### src/i2c_collision_consts.svh
/*
 * constants for the two-wire master condition block: register byte
 * offsets, field positions, reset values and baud counter timing.
 * assumes it is included by bare name wherever a constant is needed.
 */
`ifndef I2C_COLLISION_CONSTS_SVH
`define I2C_COLLISION_CONSTS_SVH

// register byte offsets, one aligned word each
`define OFS_BAUD_RELOAD    8'h00
`define OFS_SHIFT_BUFFER   8'h04
`define OFS_CONTROL_ONE    8'h08
`define OFS_CONTROL_TWO    8'h0C
`define OFS_CONTROL_THREE  8'h10
`define OFS_ADDRESS_MASK   8'h14
`define OFS_PORT_STATUS    8'h18
`define OFS_COLLISION      8'h1C

// port_control_one fields
`define BIT_PORT_ENABLE    5
`define BIT_SPI_MODE       0
// port_control_two fields
`define BIT_START_REQ      0
`define BIT_RESTART_REQ    1
`define BIT_STOP_REQ       2
// port_status fields
`define BIT_STOP_SEEN      4
`define BIT_START_SEEN     3
`define BIT_SHIFT_BUSY     0
// collision register fields
`define BIT_COLLISION      0
`define BIT_COLL_IRQ_EN    1
`define BIT_EVENT_FLAG     2

// reset values
`define RST_BYTE           8'h00
`define RST_BAUD_RELOAD    8'h13

// baud counter steps once per two oscillator cycles: half period = 2*(reload+1)
`define BAUD_PRESCALE      2
// half periods of one byte on the serial clock
`define SHIFT_HALVES       5'h10

`endif

### src/i2c_collision_pkg.sv
/*
 * types shared by the condition block.
 * assumes nothing beyond a SystemVerilog compiler.
 */
package i2c_collision_pkg;

	// one-hot sequencer states
	typedef enum logic [12:0] {
		ST_IDLE        = 13'h0001,
		ST_START_WAIT  = 13'h0002,
		ST_START_HOLD  = 13'h0004,
		ST_RS_FLOAT    = 13'h0008,
		ST_RS_COUNT    = 13'h0010,
		ST_RS_CLKHI    = 13'h0020,
		ST_RS_CHECK    = 13'h0040,
		ST_RS_HOLD     = 13'h0080,
		ST_STOP_LOW    = 13'h0100,
		ST_STOP_CLKHI  = 13'h0200,
		ST_STOP_COUNT  = 13'h0400,
		ST_STOP_CHECK  = 13'h0800,
		ST_SHIFT       = 13'h1000
	} cond_state_t;

	typedef logic [7:0] byte_t;

endpackage

### src/baud_counter.sv
/*
 * shared baud counter: a prescaler on the oscillator clock and a down
 * counter that reloads from the software reload value.
 * assumes an active-low reset that asserts at once and is released in step with clk_in.
 */
`timescale 1ns/1ps
`include "i2c_collision_consts.svh"

module baud_counter #(
	parameter int PRESCALE = `BAUD_PRESCALE
) (
	input  wire logic                     clk_in,
	input  wire logic                     rst_n_in,
	input  wire i2c_collision_pkg::byte_t reload_in,
	input  wire logic                     load_in,
	input  wire logic                     run_in,
	output logic                          expire_out
);

	logic [3:0]                 pre;
	i2c_collision_pkg::byte_t   count;
	logic                       tick;

	assign tick = (pre == 4'(PRESCALE - 1));

	// prescaler restarts with every load so a period is exact from the load
	always_ff @(posedge clk_in or negedge rst_n_in) begin
		if (!rst_n_in) begin
			pre <= 4'h0;
		end else if (load_in || !run_in || tick) begin
			pre <= 4'h0;
		end else begin
			pre <= pre + 4'h1;
		end
	end

	// down counter, reloads itself at zero so it runs twice per serial period
	always_ff @(posedge clk_in or negedge rst_n_in) begin
		if (!rst_n_in) begin
			count      <= `RST_BYTE;
			expire_out <= 1'b0;
		end else begin
			expire_out <= 1'b0;
			if (load_in) begin
				count <= reload_in;
			end else if (run_in && tick) begin
				if (count == `RST_BYTE) begin
					count      <= reload_in;
					expire_out <= 1'b1;
				end else begin
					count <= count - 8'h01;
				end
			end
		end
	end

endmodule

### src/i2c_master_collision_brg.sv
/*
 * two-wire master condition sequencer with bus collision detection for
 * start, repeated start and stop, a byte clocking sequence on the shared
 * baud counter, and an APB register slave.
 * assumes open-drain pins resolved outside; inputs synchronous to clk_in.
 */
// Implementation choices: the register offsets and register access over APB.
`timescale 1ns/1ps
`include "i2c_collision_consts.svh"

module i2c_master_collision_brg (
	input  wire logic        clk_in,
	input  wire logic        resetn_in,
	input  wire logic        psel_in,
	input  wire logic        penable_in,
	input  wire logic        pwrite_in,
	input  wire logic [7:0]  paddr_in,
	input  wire logic [31:0] pwdata_in,
	output logic [31:0]      prdata_out,
	output logic             pready_out,
	output logic             pslverr_out,
	input  wire logic        sda_in,
	output logic             sda_out,
	output logic             sda_oe_n_out,
	input  wire logic        scl_in,
	output logic             scl_out,
	output logic             scl_oe_n_out,
	output logic             collision_irq_out
);

	logic                           rst_sync;
	logic                           rst_n;
	i2c_collision_pkg::cond_state_t state;
	i2c_collision_pkg::cond_state_t next_state;
	i2c_collision_pkg::byte_t       baud_reload_value;
	i2c_collision_pkg::byte_t       serial_shift_buffer;
	i2c_collision_pkg::byte_t       port_control_one;
	i2c_collision_pkg::byte_t       port_control_two;
	i2c_collision_pkg::byte_t       port_control_three;
	i2c_collision_pkg::byte_t       address_mask;
	logic                           collision_flag;
	logic                           collision_irq_enable;
	logic                           port_event_flag;
	logic                           start_seen;
	logic                           stop_seen;
	logic                           sda_oe_n;
	logic                           scl_oe_n;
	logic                           next_sda_oe_n;
	logic                           next_scl_oe_n;
	logic [4:0]                     halves;
	logic                           baud_load;
	logic                           baud_run;
	logic                           baud_expire;
	logic                           set_coll;
	logic                           done;
	logic                           apb_done;
	logic                           wr;
	logic                           buf_write;

	// two-stage release of the asynchronous reset
	always_ff @(posedge clk_in or negedge resetn_in) begin
		if (!resetn_in) begin
			rst_sync <= 1'b0;
			rst_n    <= 1'b0;
		end else begin
			rst_sync <= 1'b1;
			rst_n    <= rst_sync;
		end
	end

	function automatic logic addr_valid(input logic [7:0] a);
		addr_valid = (a[1:0] == 2'b00) && (a <= `OFS_COLLISION);
	endfunction

	function automatic logic coll_clear(input logic [31:0] d, input int bitpos);
		coll_clear = d[bitpos];
	endfunction

	// one wait state: pready rises on the second access cycle
	assign apb_done  = psel_in && penable_in && pready_out;
	assign wr        = apb_done && pwrite_in && addr_valid(paddr_in);
	assign buf_write = wr && (paddr_in == `OFS_SHIFT_BUFFER) && state == i2c_collision_pkg::ST_IDLE;

	// APB handshake, read data and error answer registered together
	always_ff @(posedge clk_in or negedge rst_n) begin
		if (!rst_n) begin
			pready_out  <= 1'b0;
			pslverr_out <= 1'b0;
			prdata_out  <= 32'h0000_0000;
		end else begin
			pready_out  <= psel_in && penable_in && !pready_out;
			pslverr_out <= psel_in && penable_in && !pready_out && !addr_valid(paddr_in);
			prdata_out  <= 32'h0000_0000;
			if (psel_in && penable_in && !pready_out && !pwrite_in) begin
				unique case (paddr_in)
					`OFS_BAUD_RELOAD:   prdata_out[7:0] <= baud_reload_value;
					`OFS_SHIFT_BUFFER:  prdata_out[7:0] <= serial_shift_buffer;
					`OFS_CONTROL_ONE:   prdata_out[7:0] <= port_control_one;
					`OFS_CONTROL_TWO:   prdata_out[7:0] <= port_control_two;
					`OFS_CONTROL_THREE: prdata_out[7:0] <= port_control_three;
					`OFS_ADDRESS_MASK:  prdata_out[7:0] <= address_mask;
					`OFS_PORT_STATUS: begin
						prdata_out[`BIT_STOP_SEEN]  <= stop_seen;
						prdata_out[`BIT_START_SEEN] <= start_seen;
						prdata_out[`BIT_SHIFT_BUSY] <= state == i2c_collision_pkg::ST_SHIFT;
					end
					`OFS_COLLISION: begin
						prdata_out[`BIT_COLLISION]   <= collision_flag;
						prdata_out[`BIT_COLL_IRQ_EN] <= collision_irq_enable;
						prdata_out[`BIT_EVENT_FLAG]  <= port_event_flag;
					end
					default: prdata_out <= 32'h0000_0000;
				endcase
			end
		end
	end

	// software registers and the byte shift; buffer write only lands while idle
	always_ff @(posedge clk_in or negedge rst_n) begin
		if (!rst_n) begin
			baud_reload_value    <= `RST_BAUD_RELOAD;
			serial_shift_buffer  <= `RST_BYTE;
			port_control_one     <= `RST_BYTE;
			port_control_three   <= `RST_BYTE;
			address_mask         <= `RST_BYTE;
			collision_irq_enable <= 1'b0;
		end else begin
			if (wr && paddr_in == `OFS_BAUD_RELOAD)
				baud_reload_value <= pwdata_in[7:0];
			if (buf_write)
				serial_shift_buffer <= pwdata_in[7:0];
			else if (state == i2c_collision_pkg::ST_SHIFT && baud_expire && !scl_oe_n)
				serial_shift_buffer <= {serial_shift_buffer[6:0], sda_in};
			if (wr && paddr_in == `OFS_CONTROL_ONE)
				port_control_one <= pwdata_in[7:0];
			if (wr && paddr_in == `OFS_CONTROL_THREE)
				port_control_three <= pwdata_in[7:0];
			if (wr && paddr_in == `OFS_ADDRESS_MASK)
				address_mask <= pwdata_in[7:0];
			if (wr && paddr_in == `OFS_COLLISION)
				collision_irq_enable <= pwdata_in[`BIT_COLL_IRQ_EN];
		end
	end

	// condition requests: software sets while idle, hardware clears on finish or abort
	always_ff @(posedge clk_in or negedge rst_n) begin
		if (!rst_n) begin
			port_control_two <= `RST_BYTE;
		end else if (set_coll || done) begin
			port_control_two[`BIT_STOP_REQ:`BIT_START_REQ] <= 3'h0;
		end else if (wr && paddr_in == `OFS_CONTROL_TWO && state == i2c_collision_pkg::ST_IDLE) begin
			port_control_two <= pwdata_in[7:0];
		end
	end

	// sticky flags: a hardware set in the same cycle wins over the clear
	always_ff @(posedge clk_in or negedge rst_n) begin
		if (!rst_n) begin
			collision_flag  <= 1'b0;
			port_event_flag <= 1'b0;
		end else begin
			if (set_coll)
				collision_flag <= 1'b1;
			else if (wr && paddr_in == `OFS_COLLISION && coll_clear(pwdata_in, `BIT_COLLISION))
				collision_flag <= 1'b0;
			if (done)
				port_event_flag <= 1'b1;
			else if (wr && paddr_in == `OFS_COLLISION && coll_clear(pwdata_in, `BIT_EVENT_FLAG))
				port_event_flag <= 1'b0;
		end
	end

	// request line is a registered copy of flag and enable
	always_ff @(posedge clk_in or negedge rst_n) begin
		if (!rst_n)
			collision_irq_out <= 1'b0;
		else
			collision_irq_out <= collision_flag && collision_irq_enable;
	end

	// one counter for both two-wire and peripheral-interface master clocking
	baud_counter #(
		.PRESCALE (`BAUD_PRESCALE)
	) u_baud (
		.clk_in     (clk_in),
		.rst_n_in   (rst_n),
		.reload_in  (baud_reload_value),
		.load_in    (baud_load),
		.run_in     (baud_run),
		.expire_out (baud_expire)
	);

	// counter stops whenever the sequencer rests in idle
	assign baud_run = state != i2c_collision_pkg::ST_IDLE;

	// sequencer next state; outside ST_SHIFT, lines only change on a state step or a collision abort
	always_comb begin
		next_state    = state;
		next_sda_oe_n = sda_oe_n;
		next_scl_oe_n = scl_oe_n;
		baud_load     = 1'b0;
		set_coll      = 1'b0;
		done          = 1'b0;
		unique case (state)
			i2c_collision_pkg::ST_IDLE: begin
				if (port_control_one[`BIT_PORT_ENABLE] && !port_control_one[`BIT_SPI_MODE]) begin
					if (port_control_two[`BIT_START_REQ]) begin
						if (!sda_in || !scl_in) begin
							set_coll = 1'b1;
						end else begin
							baud_load  = 1'b1;
							next_state = i2c_collision_pkg::ST_START_WAIT;
						end
					end else if (port_control_two[`BIT_RESTART_REQ]) begin
						next_sda_oe_n = 1'b1;
						next_state    = i2c_collision_pkg::ST_RS_FLOAT;
					end else if (port_control_two[`BIT_STOP_REQ]) begin
						next_sda_oe_n = 1'b0;
						next_state    = i2c_collision_pkg::ST_STOP_LOW;
					end
				end
				if (buf_write && port_control_one[`BIT_PORT_ENABLE]) begin
					baud_load  = 1'b1;
					next_state = i2c_collision_pkg::ST_SHIFT;
				end
			end
			i2c_collision_pkg::ST_START_WAIT: begin
				if (!scl_in && sda_in) begin
					set_coll = 1'b1;
				end else if (!sda_in || baud_expire) begin
					baud_load     = 1'b1;
					next_sda_oe_n = 1'b0;
					next_state    = i2c_collision_pkg::ST_START_HOLD;
				end
			end
			i2c_collision_pkg::ST_START_HOLD: begin
				if (baud_expire) begin
					next_scl_oe_n = 1'b0;
					done          = 1'b1;
					next_state    = i2c_collision_pkg::ST_IDLE;
				end
			end
			i2c_collision_pkg::ST_RS_FLOAT: begin
				if (sda_in) begin
					baud_load  = 1'b1;
					next_state = i2c_collision_pkg::ST_RS_COUNT;
				end
			end
			i2c_collision_pkg::ST_RS_COUNT: begin
				if (baud_expire) begin
					next_scl_oe_n = 1'b1;
					next_state    = i2c_collision_pkg::ST_RS_CLKHI;
				end
			end
			i2c_collision_pkg::ST_RS_CLKHI: begin
				if (scl_in && !sda_in) begin
					set_coll = 1'b1;
				end else if (scl_in) begin
					baud_load  = 1'b1;
					next_state = i2c_collision_pkg::ST_RS_CHECK;
				end
			end
			i2c_collision_pkg::ST_RS_CHECK: begin
				if (!scl_in && sda_in) begin
					set_coll = 1'b1;
				end else if (baud_expire) begin
					baud_load     = 1'b1;
					next_sda_oe_n = 1'b0;
					next_state    = i2c_collision_pkg::ST_RS_HOLD;
				end
			end
			i2c_collision_pkg::ST_RS_HOLD: begin
				if (baud_expire) begin
					next_scl_oe_n = 1'b0;
					done          = 1'b1;
					next_state    = i2c_collision_pkg::ST_IDLE;
				end
			end
			i2c_collision_pkg::ST_STOP_LOW: begin
				if (!sda_in) begin
					next_scl_oe_n = 1'b1;
					next_state    = i2c_collision_pkg::ST_STOP_CLKHI;
				end
			end
			i2c_collision_pkg::ST_STOP_CLKHI: begin
				if (scl_in) begin
					baud_load  = 1'b1;
					next_state = i2c_collision_pkg::ST_STOP_COUNT;
				end
			end
			i2c_collision_pkg::ST_STOP_COUNT: begin
				if (!scl_in) begin
					set_coll = 1'b1;
				end else if (baud_expire) begin
					next_sda_oe_n = 1'b1;
					baud_load     = 1'b1;
					next_state    = i2c_collision_pkg::ST_STOP_CHECK;
				end
			end
			i2c_collision_pkg::ST_STOP_CHECK: begin
				if (baud_expire && !sda_in) begin
					set_coll = 1'b1;
				end else if (baud_expire) begin
					done       = 1'b1;
					next_state = i2c_collision_pkg::ST_IDLE;
				end
			end
			i2c_collision_pkg::ST_SHIFT: begin
				// each expiry is a half period; data changes on the expiry that releases the clock
				if (baud_expire) begin
					next_scl_oe_n = !scl_oe_n;
					if (!scl_oe_n)
						next_sda_oe_n = serial_shift_buffer[6];
					if (halves == `SHIFT_HALVES - 5'h1) begin
						done       = 1'b1;
						next_state = i2c_collision_pkg::ST_IDLE;
					end
				end
			end
		endcase
		// a collision aborts any condition and lets both lines float
		if (set_coll) begin
			next_state    = i2c_collision_pkg::ST_IDLE;
			next_sda_oe_n = 1'b1;
			next_scl_oe_n = 1'b1;
		end
		if (buf_write && port_control_one[`BIT_PORT_ENABLE] && next_state == i2c_collision_pkg::ST_SHIFT)
			next_sda_oe_n = pwdata_in[7];
	end

	// sequencer state and line drives; both lines hold their level in idle unless a collision abort floats them
	always_ff @(posedge clk_in or negedge rst_n) begin
		if (!rst_n) begin
			state    <= i2c_collision_pkg::ST_IDLE;
			sda_oe_n <= 1'b1;
			scl_oe_n <= 1'b1;
		end else begin
			state    <= next_state;
			sda_oe_n <= next_sda_oe_n;
			scl_oe_n <= next_scl_oe_n;
		end
	end

	// half period count of a byte sequence
	always_ff @(posedge clk_in or negedge rst_n) begin
		if (!rst_n)
			halves <= 5'h00;
		else if (state != i2c_collision_pkg::ST_SHIFT)
			halves <= 5'h00;
		else if (baud_expire)
			halves <= halves + 5'h01;
	end

	// start and stop last completed by this master, for free-bus decisions by software
	always_ff @(posedge clk_in or negedge rst_n) begin
		if (!rst_n) begin
			start_seen <= 1'b0;
			stop_seen  <= 1'b0;
		end else if (done && state != i2c_collision_pkg::ST_STOP_CHECK && state != i2c_collision_pkg::ST_SHIFT) begin
			start_seen <= 1'b1;
			stop_seen  <= 1'b0;
		end else if (done && state == i2c_collision_pkg::ST_STOP_CHECK) begin
			start_seen <= 1'b0;
			stop_seen  <= 1'b1;
		end
	end

	// open-drain pins only ever pull low
	assign sda_out      = 1'b0;
	assign scl_out      = 1'b0;
	assign sda_oe_n_out = sda_oe_n;
	assign scl_oe_n_out = scl_oe_n;
endmodule

### config.mk
export PLATFORM = sky130hd
export DESIGN_NAME = i2c_master_collision_brg
export DESIGN_NICKNAME = d
export VERILOG_FILES = /design/src/i2c_collision_pkg.sv /design/src/baud_counter.sv /design/src/i2c_master_collision_brg.sv
export VERILOG_INCLUDE_DIRS = /design/src
export SDC_FILE = /design/constraint.sdc
export NUM_CORES = 1
export LEC_CHECK = 0
export BUFFER_PORTS_ARGS = -buffer_cell sky130_fd_sc_hd__buf_2
export CAP_MARGIN = 20
export CORE_MARGIN = 10
export CORE_UTILIZATION = 50
export CTS_BUF_LIST = sky130_fd_sc_hd__clkbuf_16
export DETAILED_ROUTE_END_ITERATION = 10
export GPL_TIMING_DRIVEN = 0
export PLACE_DENSITY = 0.7
export SYNTH_ARGS = -nofsm -noshare
export SYNTH_HDL_FRONTEND = slang
export SYNTH_HIERARCHICAL = 1
export SYNTH_SLANG_ARGS = --single-unit
### constraint.sdc
create_clock -name clk_in -period 5.2 [get_ports clk_in]
set_input_delay 0.78 -clock clk_in [delete_from_list [all_inputs] [get_ports clk_in]]
set_output_delay 0.78 -clock clk_in [all_outputs]
set_load 0.01 [all_outputs]
==> summary.txt, run 1 <==
Routing
  – DRC violations left: 0
  – First-pass iteration count of the detailed router: 6
  – Remaining antenna violation count: 0
  – Starting DRC count in detailed routing: between 500 and 600
  – Total number of vias: 5,108
  – Wire per inst: slightly above 20 microns
  – Avg Vias per Cell: a little over 6
  – Total wire length: 17,000 microns

Power
  – Clock share of power: 38.2%
  – Pint: approximately 1.4 mW
  – Leakage: between 3 and 4 nW
  – Power Density: approximately 300 nW/um^2
  – Maximum vdd drop: between 200 and 250 uV
  – Sw power: between 0.5 and 0.6 mW
  – Sequential Power Share: between 40 and 50%
  – Sw Share: slightly below 30%
  – Comb pwr share: 17.6%

GRT
  – Gr usage total: 21.0%
  – Vias in the first global route: approximately 5,100
  – Largest net degree at the start of global routing: 73
  – Initial antenna violation count: 0
  – Global-route wire length before repair: around 28,000 microns
  – Total gr overflow: 0

Hold path
  – Hold WC Path Type: in2async

STA
  – Max_slew headroom: 31.4%
  – Tcrit/Tclk final: 66.9%
  – Worst Max-Slew Pin Slew: roughly 1000 ps
  – Unrepaired setup endpoints after global routing: no
  – Final Hold Viols: 0
  – Final setup fails: 0
  – Min Tclk post-route: approximately 3500 ps
  – Peak Freq: 0.288 GHz
  – Final setup slack of the worst path: 1720 ps
  – Setup TNS: 0 ps
  – Final-report max-slew violation count: 0
  – Final Skew: 9.67 ps

Finish
  – Layout cell share with drive strength beyond 1: 21.5%
  – Layout area overhead: 13.7%
  – Final core occ: around three fifths
  – Ant diodes: 0
  – Final Non-Filler Cells: around 840
  – Final Instance Area: approximately 6700 sq um
  – Post-layout nets: about 750

Setup path
  – Required @ worst endpoint: around 5400 ps
  – Critical path class: in2reg
  – Arrival time worst endpoint: roughly 3700 ps
  – Worst-path fanout max: 10
  – CP startpoint kind: primary input
  – CP Capture Type: flop

Logic synthesis
  – Most common cell in the netlist: dfrtp_1
  – Yosys top cell area share: about two fifths
  – EDFF count, synth: 0
  – Synth top cells by count: 93 x dfrtp_1, 65 x nand2_1, 40 x nor2_1, 36 x a21oi_1
  – Main synth FF type: dfrtp_1
  – Synth async-reset ratio: 100%
  – Post-Syn Area: about 6000 sq um
  – Seq/Total Area, Yosys: 42.4%
  – YS warnings: 6
  – Leading area contributor after synthesis: dfrtp_1
  – #FFs+latches synth: 99
  – Mapped Cells: a little over 600
  – Yosys cell types: 79
  – Top post-synthesis cells by area: dfrtp_1 40%, mux2_2 5.2%, nand2_1 4.2%
  – Avg Cell Area, Syn: 9.43 sq um

Status
  – Status: complete, no violations

Placed design
  – GP Congestion: around 0.92
  – Placement Cell Area: roughly 6300 sq um
  – HPWL after DPL: around 13,000 microns
  – Port Buffers: 35
  – Setup WS pre-CTS: between 1000 and 1500 ps
  – Placed insts: about 830

Floorplan
  – Rows: 39
  – Die H: ~130 microns
  – Core Area: roughly 11,000 sq um
  – Die area: between 15,000 and 20,000 sq um
  – Starting density of the core: 51.3%
  – Die Width: between 100 and 150 microns
  – IO Pins: between 80 and 90

CTS
  – CTS Buf Count: 9
  – Post-CTS Resized: 0
  – Root Buffer: clkbuf_16
  – CTS sink count: between 90 and 100
  – CTS Hold Buffers Added: 0
  – Htree depth: 3
  – Clock Latency Late Sink: between 300 and 400 ps
  – CTS max path bufs: 2
  – Clock tree from TritonCTS: done
  – Setup bufs post-CTS: 0
  – Worst-path clk slew: 70 ps

Flow run
  – Max-cap violation count: 0
## registers in the layout (all words and copies together) (netlist names), 4 cells and up
name                 count
halves                   5
u_baud/count             8
address_mask             8
baud_reload_value        8
port_control_three       8
u_baud/pre               4
port_control_one         8
serial_shift_buffer      8
port_control_two         8
state                   13
prdata_out               8
## stage by stage
step	hold WS (ps)	power [mW]
after floorplan	331	1.13
after global placement	342	1.21
after detailed placement	271	1.22
after CTS	185	1.97
after global routing	183	2.06
final	199	1.96
## worst paths after layout
check / startpoint / end / slack, ps / cells after the start
min in group clk_in: rst_sync$_DFF_PN0_ / rst_n$_DFF_PN0_ / 370 / 0
worst min-delay path: resetn_in / rst_n$_DFF_PN0_ / 200 / 1
worst max register to register: state[8]$_DFF_PN0_ / u_baud/count[3]$_DFFE_PN0P_ / 1740 / 12
max in group asynchronous: rst_n$_DFF_PN0_ / sda_oe_n_out$_DFFE_PN1P_ / 4240 / 1
worst max-delay path: paddr_in[0] / u_baud/count[0]$_DFFE_PN0P_ / 1720 / 8
worst min register to register: rst_n$_DFF_PN0_ / state[11]$_DFF_PN0_ / 250 / 0
## worst max-delay path: stages
cell      delay, ps
buf_2           100
or4_4           550
nor3_1          800
a41oi_1         330
o221ai_1        450
a21oi_1         130
buf_2           220
a221o_1         360
## cell type report
| class | instances | area, sq um |
|---|---|---|
| plain buffers | 59 | 349 |
| clock buffers | 9 | 225 |
| clock inverters | 7 | 100 |
| fillers | 1021 | 4760 |
| inverters | 23 | 86.3 |
| multi-input cells | 465 | 3030 |
| flip-flops and latches | 99 | 2490 |
| well taps | 143 | 179 |
| repair buffers | 36 | 203 |
## power by group through the flow
stage	registers (mW)	logic, mW	clock network [mW]
2_1_floorplan	0.879	0.251	0
3_3_place_gp	0.891	0.316	0
3_5_place_dp	0.883	0.341	0
4_1_cts	0.869	0.342	0.762
5_1_grt	0.877	0.391	0.791
6_report	0.869	0.344	0.748
## layer usage
layer / up-vias / share of wire [%] / global-route usage (%)
met3: 27 / 8.3 / 5.42
li1: 2375 / - / -
met4: 0 / 2.1 / 7.95
met1: 2470 / 45 / 28.8
met5: - / 0 / 0
met2: 236 / 44 / 30.8
## cell families after synthesis
logic type | count (synthesis) | share of synthesized area [%]
xor+xnor | 5 | 0.748
fa+ha+maj | 6 | 1.28
other cells | 2 | 0.128
buf+inv | 82 | 7.44
compound gates | 148 | 17.3
flops | 99 | 42.4
mux | 45 | 8.91
simple gates | 234 | 21.7
## cell usage in the layout (no fill, tap or decap), types with 4 or more instances in the layout
cell / instances
nand2_1: 65
clkbuf_1: 20
o31ai_1: 5
mux2_4: 5
inv_1: 24
o21ai_0: 28
nor3_1: 17
conb_1: 27
buf_2: 41
mux2i_1: 12
nand2b_1: 7
o22ai_1: 6
mux2_2: 27
a211oi_1: 7
nor2b_1: 10
a22oi_1: 16
nor2_1: 40
a21o_1: 5
xor2_1: 5
dfrtp_1: 92
nor4b_1: 5
and2_1: 4
or2_2: 4
o221ai_1: 4
and3_1: 5
clkbuf_16: 9
or3_1: 9
dfstp_2: 6
a32oi_1: 4
buf_4: 28
nand3_1: 20
a21oi_1: 36
nand4_1: 11
ha_1: 6
nor4_1: 8
Power figures use the tool's default switching activity.
==> run 2: changes to the inputs <==
clock period = 3.2 ns   (was 5.2 ns; I/O delays follow)
==> run 2 against run 1 <==
Effect of this change: worst setup slack got worse by 1600 ps; non-clock buffer count up 1; design area grew 0.94%; total power up 63%; final cell count grew 0.12%; die area did not move; flip-flop and latch count unchanged; hold slack better by 51 ps; utilization increased by 0.55 points; first-iteration DRC count down 8.9%; register-to-register slack got worse by 1500 ps; critical endpoint unchanged; largest cell class unchanged; largest power group unchanged.
==> summary.txt, run 2 (synthesis gave the netlist of run 1 again) <==
STA
  – Hold slack: 251 ps (+51.2 ps)
  – Final setup fails: 0 (unchanged)
  – Final Skew: 10.7 ps (+1.04 ps)
  – Setup TNS: 0 ps (unchanged)
  – Min Tclk post-route: between 3000 and 4000 ps
  – Final Hold Viols: 0 (unchanged)
  – Max_slew headroom: 31.9% (+0.52 points)
  – Worst Max-Slew Pin Slew: 1010 ps (-7.68 ps)
  – Peak Freq: between 0.3 and 0.4 GHz
  – Final-report max-slew violation count: 0 (unchanged)
  – Unrepaired setup endpoints after global routing: no
  – Tcrit/Tclk final: 95.1%

Power
  – Pint: 2.25 mW (+63%)
  – Design Power: 3.20 mW (+63%)
  – Sequential Power Share: 44.1% (-0.2 points)
  – Maximum vdd drop: 396 uV (+62%)
  – Sw Share: 29.7% (+0.15 points)
  – Clock share of power: 38.1% (about the same)
  – Power Density: 476 nW/um^2 (+62%)
  – Comb pwr share: 17.7% (about the same)
  – Sw power: 0.950 mW (+64%)
  – Leakage: 3.06 nW (+0.63%)

Routing
  – Avg Vias per Cell: 6.13 (+0.92%)
  – DRC violations left: 0 (unchanged)
  – Remaining antenna violation count: 0 (unchanged)
  – Starting DRC count in detailed routing: 483 (-8.9%)
  – Total wire length: 17,200 microns (+0.68%)
  – Wire per inst: 20.4 microns (+0.56%)
  – Total number of vias: 5,161 (+1.0%)
  – First-pass iteration count of the detailed router: 5 (-1)

Setup path
  – Worst R2R Start: state[3]$_DFF_PN0_
  – CP startpoint kind: primary input
  – Required @ worst endpoint: 3440 ps (-2000 ps)
  – Critical path class: in2reg
  – Worst R2R End: state[3]$_DFF_PN0_
  – Flop-to-flop setup slack: 200 ps (-1540 ps)
  – Worst-path fanout max: 10 (unchanged)
  – Arrival time worst endpoint: 3290 ps (-430 ps)
  – R2R cell count: 9 (-3)
  – CP Capture Type: flop

Status
  – Status: complete, no violations

CTS
  – Worst-path clk slew: 80 ps (about the same)
  – CTS sink count: 99 (unchanged)
  – CTS max path bufs: 2 (unchanged)
  – Clock tree from TritonCTS: done
  – CTS Buf Count: 9 (unchanged)
  – Root Buffer: clkbuf_16
  – Htree depth: 3 (unchanged)
  – Clock Latency Late Sink: 360 ps (about the same)

Floorplan
  – Starting density of the core: 51.3% (unchanged)
  – Die H: 128 microns (unchanged)
  – Rows: 39 (unchanged)
  – Core Area: 11,400 sq um (unchanged)
  – Die area: 16,400 sq um (unchanged)
  – IO Pins: 86 (unchanged)
  – Die Width: 128 microns (unchanged)

GRT
  – Largest net degree at the start of global routing: 73 (unchanged)
  – Routing usage on met2: 31.2% (+0.33 points)
  – Vias in the first global route: 5,110 (+0.059%)
  – GR Util met1: 29.0% (+0.18 points)
  – Grt peak-use layer: met2
  – Total gr overflow: 0 (unchanged)
  – Global-route wire length before repair: 27,700 microns (+0.35%)
  – Initial antenna violation count: 0 (unchanged)
  – Met3 GRT Util: 5.09% (-0.33 points)
  – Gr usage total: 21.1% (+0.078 points)

Finish
  – Layout cell share with drive strength beyond 1: 22.7% (+1.3 points)
  – Commonest non-fill, non-tap cell in the layout: dfrtp_1
  – Final core occ: 58.9% (+0.55 points)
  – Final Non-Filler Cells: 842 (+0.12%)
  – Post-layout nets: 747 (+0.13%)
  – Max reg flops: 13 (unchanged)
  – Ant diodes: 0 (unchanged)
  – Layout area overhead: 14.8%
  – Largest Register: state
  – Most frequent cells in the layout: 92 x dfrtp_1, 64 x nand2_1, 41 x buf_2, 40 x nor2_1, 35 x a21oi_1

Hold path
  – Hold WC Path Type: reg2async

Placed design
  – Port Buffers: 35 (unchanged)
  – HPWL after DPL: 12,700 microns (unchanged)
  – GP Congestion: 0.920 (unchanged)
  – Placed insts: 825 (unchanged)

Flow run
  – Max-cap violation count: 0 (unchanged)
==> run 2: cell type report <==
class	count	area (sq um)
Fill cell	1015	4700
Multi-Input combinational cell	465	3070
Sequential cell	99	2490
Buffer	58	348
Clock buffer	9	225
Timing Repair Buffer	38	220
Tap cell	143	179
Clock inverter	7	100
Inverter	23	86.3
==> run 2: per-layer routing <==
layer / vias to the layer above / wire (microns)
li1: 2370 / -
met1: 2501 / 7750
met2: 256 / 7550
met3: 34 / 1450
met4: 0 / 412
met5: - / 0
==> run 2: what timing repair did <==
| action | CTS | global route |
|---|---|---|
| buffers inserted | 0 | 1 |
| endpoints found under the hold margin | 2 | 0 |
| endpoints found under the setup margin | 8 | 8 |
| hold buffers | 1 | 0 |
| resized for setup | 4 | 9 |
| pin swaps | 0 | 1 |
==> run 2: power by group through the flow <==
stage	clock (mW)	sequential, mW	combinational (mW)
after global routing	1.29	1.42	0.643
final	1.22	1.41	0.568
after detailed placement	0	1.44	0.554
after global placement	0	1.45	0.513
after CTS	1.24	1.41	0.557
after floorplan	0	1.43	0.408
==> run 2: how the worst max path moves through the flow <==
stage	slack, ps	from	endpoint	cells past startpoint
final	160	paddr_in[0]	u_baud/count[0]$_DFFE_PN0P_	8
after global routing	50	state[3]$_DFF_PN0_	state[3]$_DFF_PN0_	9
after CTS	50	state[3]$_DFF_PN0_	u_baud/count[0]$_DFFE_PN0P_	9
after detailed placement	-250	paddr_in[0]	u_baud/count[0]$_DFFE_PN0P_	8
after global placement	-840	rst_n$_DFF_PN0_	state[5]$_DFF_PN0_	0
after floorplan	250	rst_n$_DFF_PN0_	address_mask[0]$_DFFE_PN0P_	0
==> run 2: worst max-delay path, stage by stage <==
cell and delay, ps:
buf_2 100, or4_4 550, nor3_1 790, a41oi_1 350
o221ai_2 360, a21oi_2 80, buf_2 210, a221o_1 360
==> run 2: through the flow <==
| step | setup slack (ps) | instance area (sq um) |
|---|---|---|
| 3_5_place_dp | -251 | 6330 |
| 6_report | 157 | 6720 |
| 3_3_place_gp | -844 | 6300 |
| 2_1_floorplan | 249 | 5950 |
| 4_1_cts | 50.6 | 6690 |
| 5_1_grt | 51.2 | 6720 |
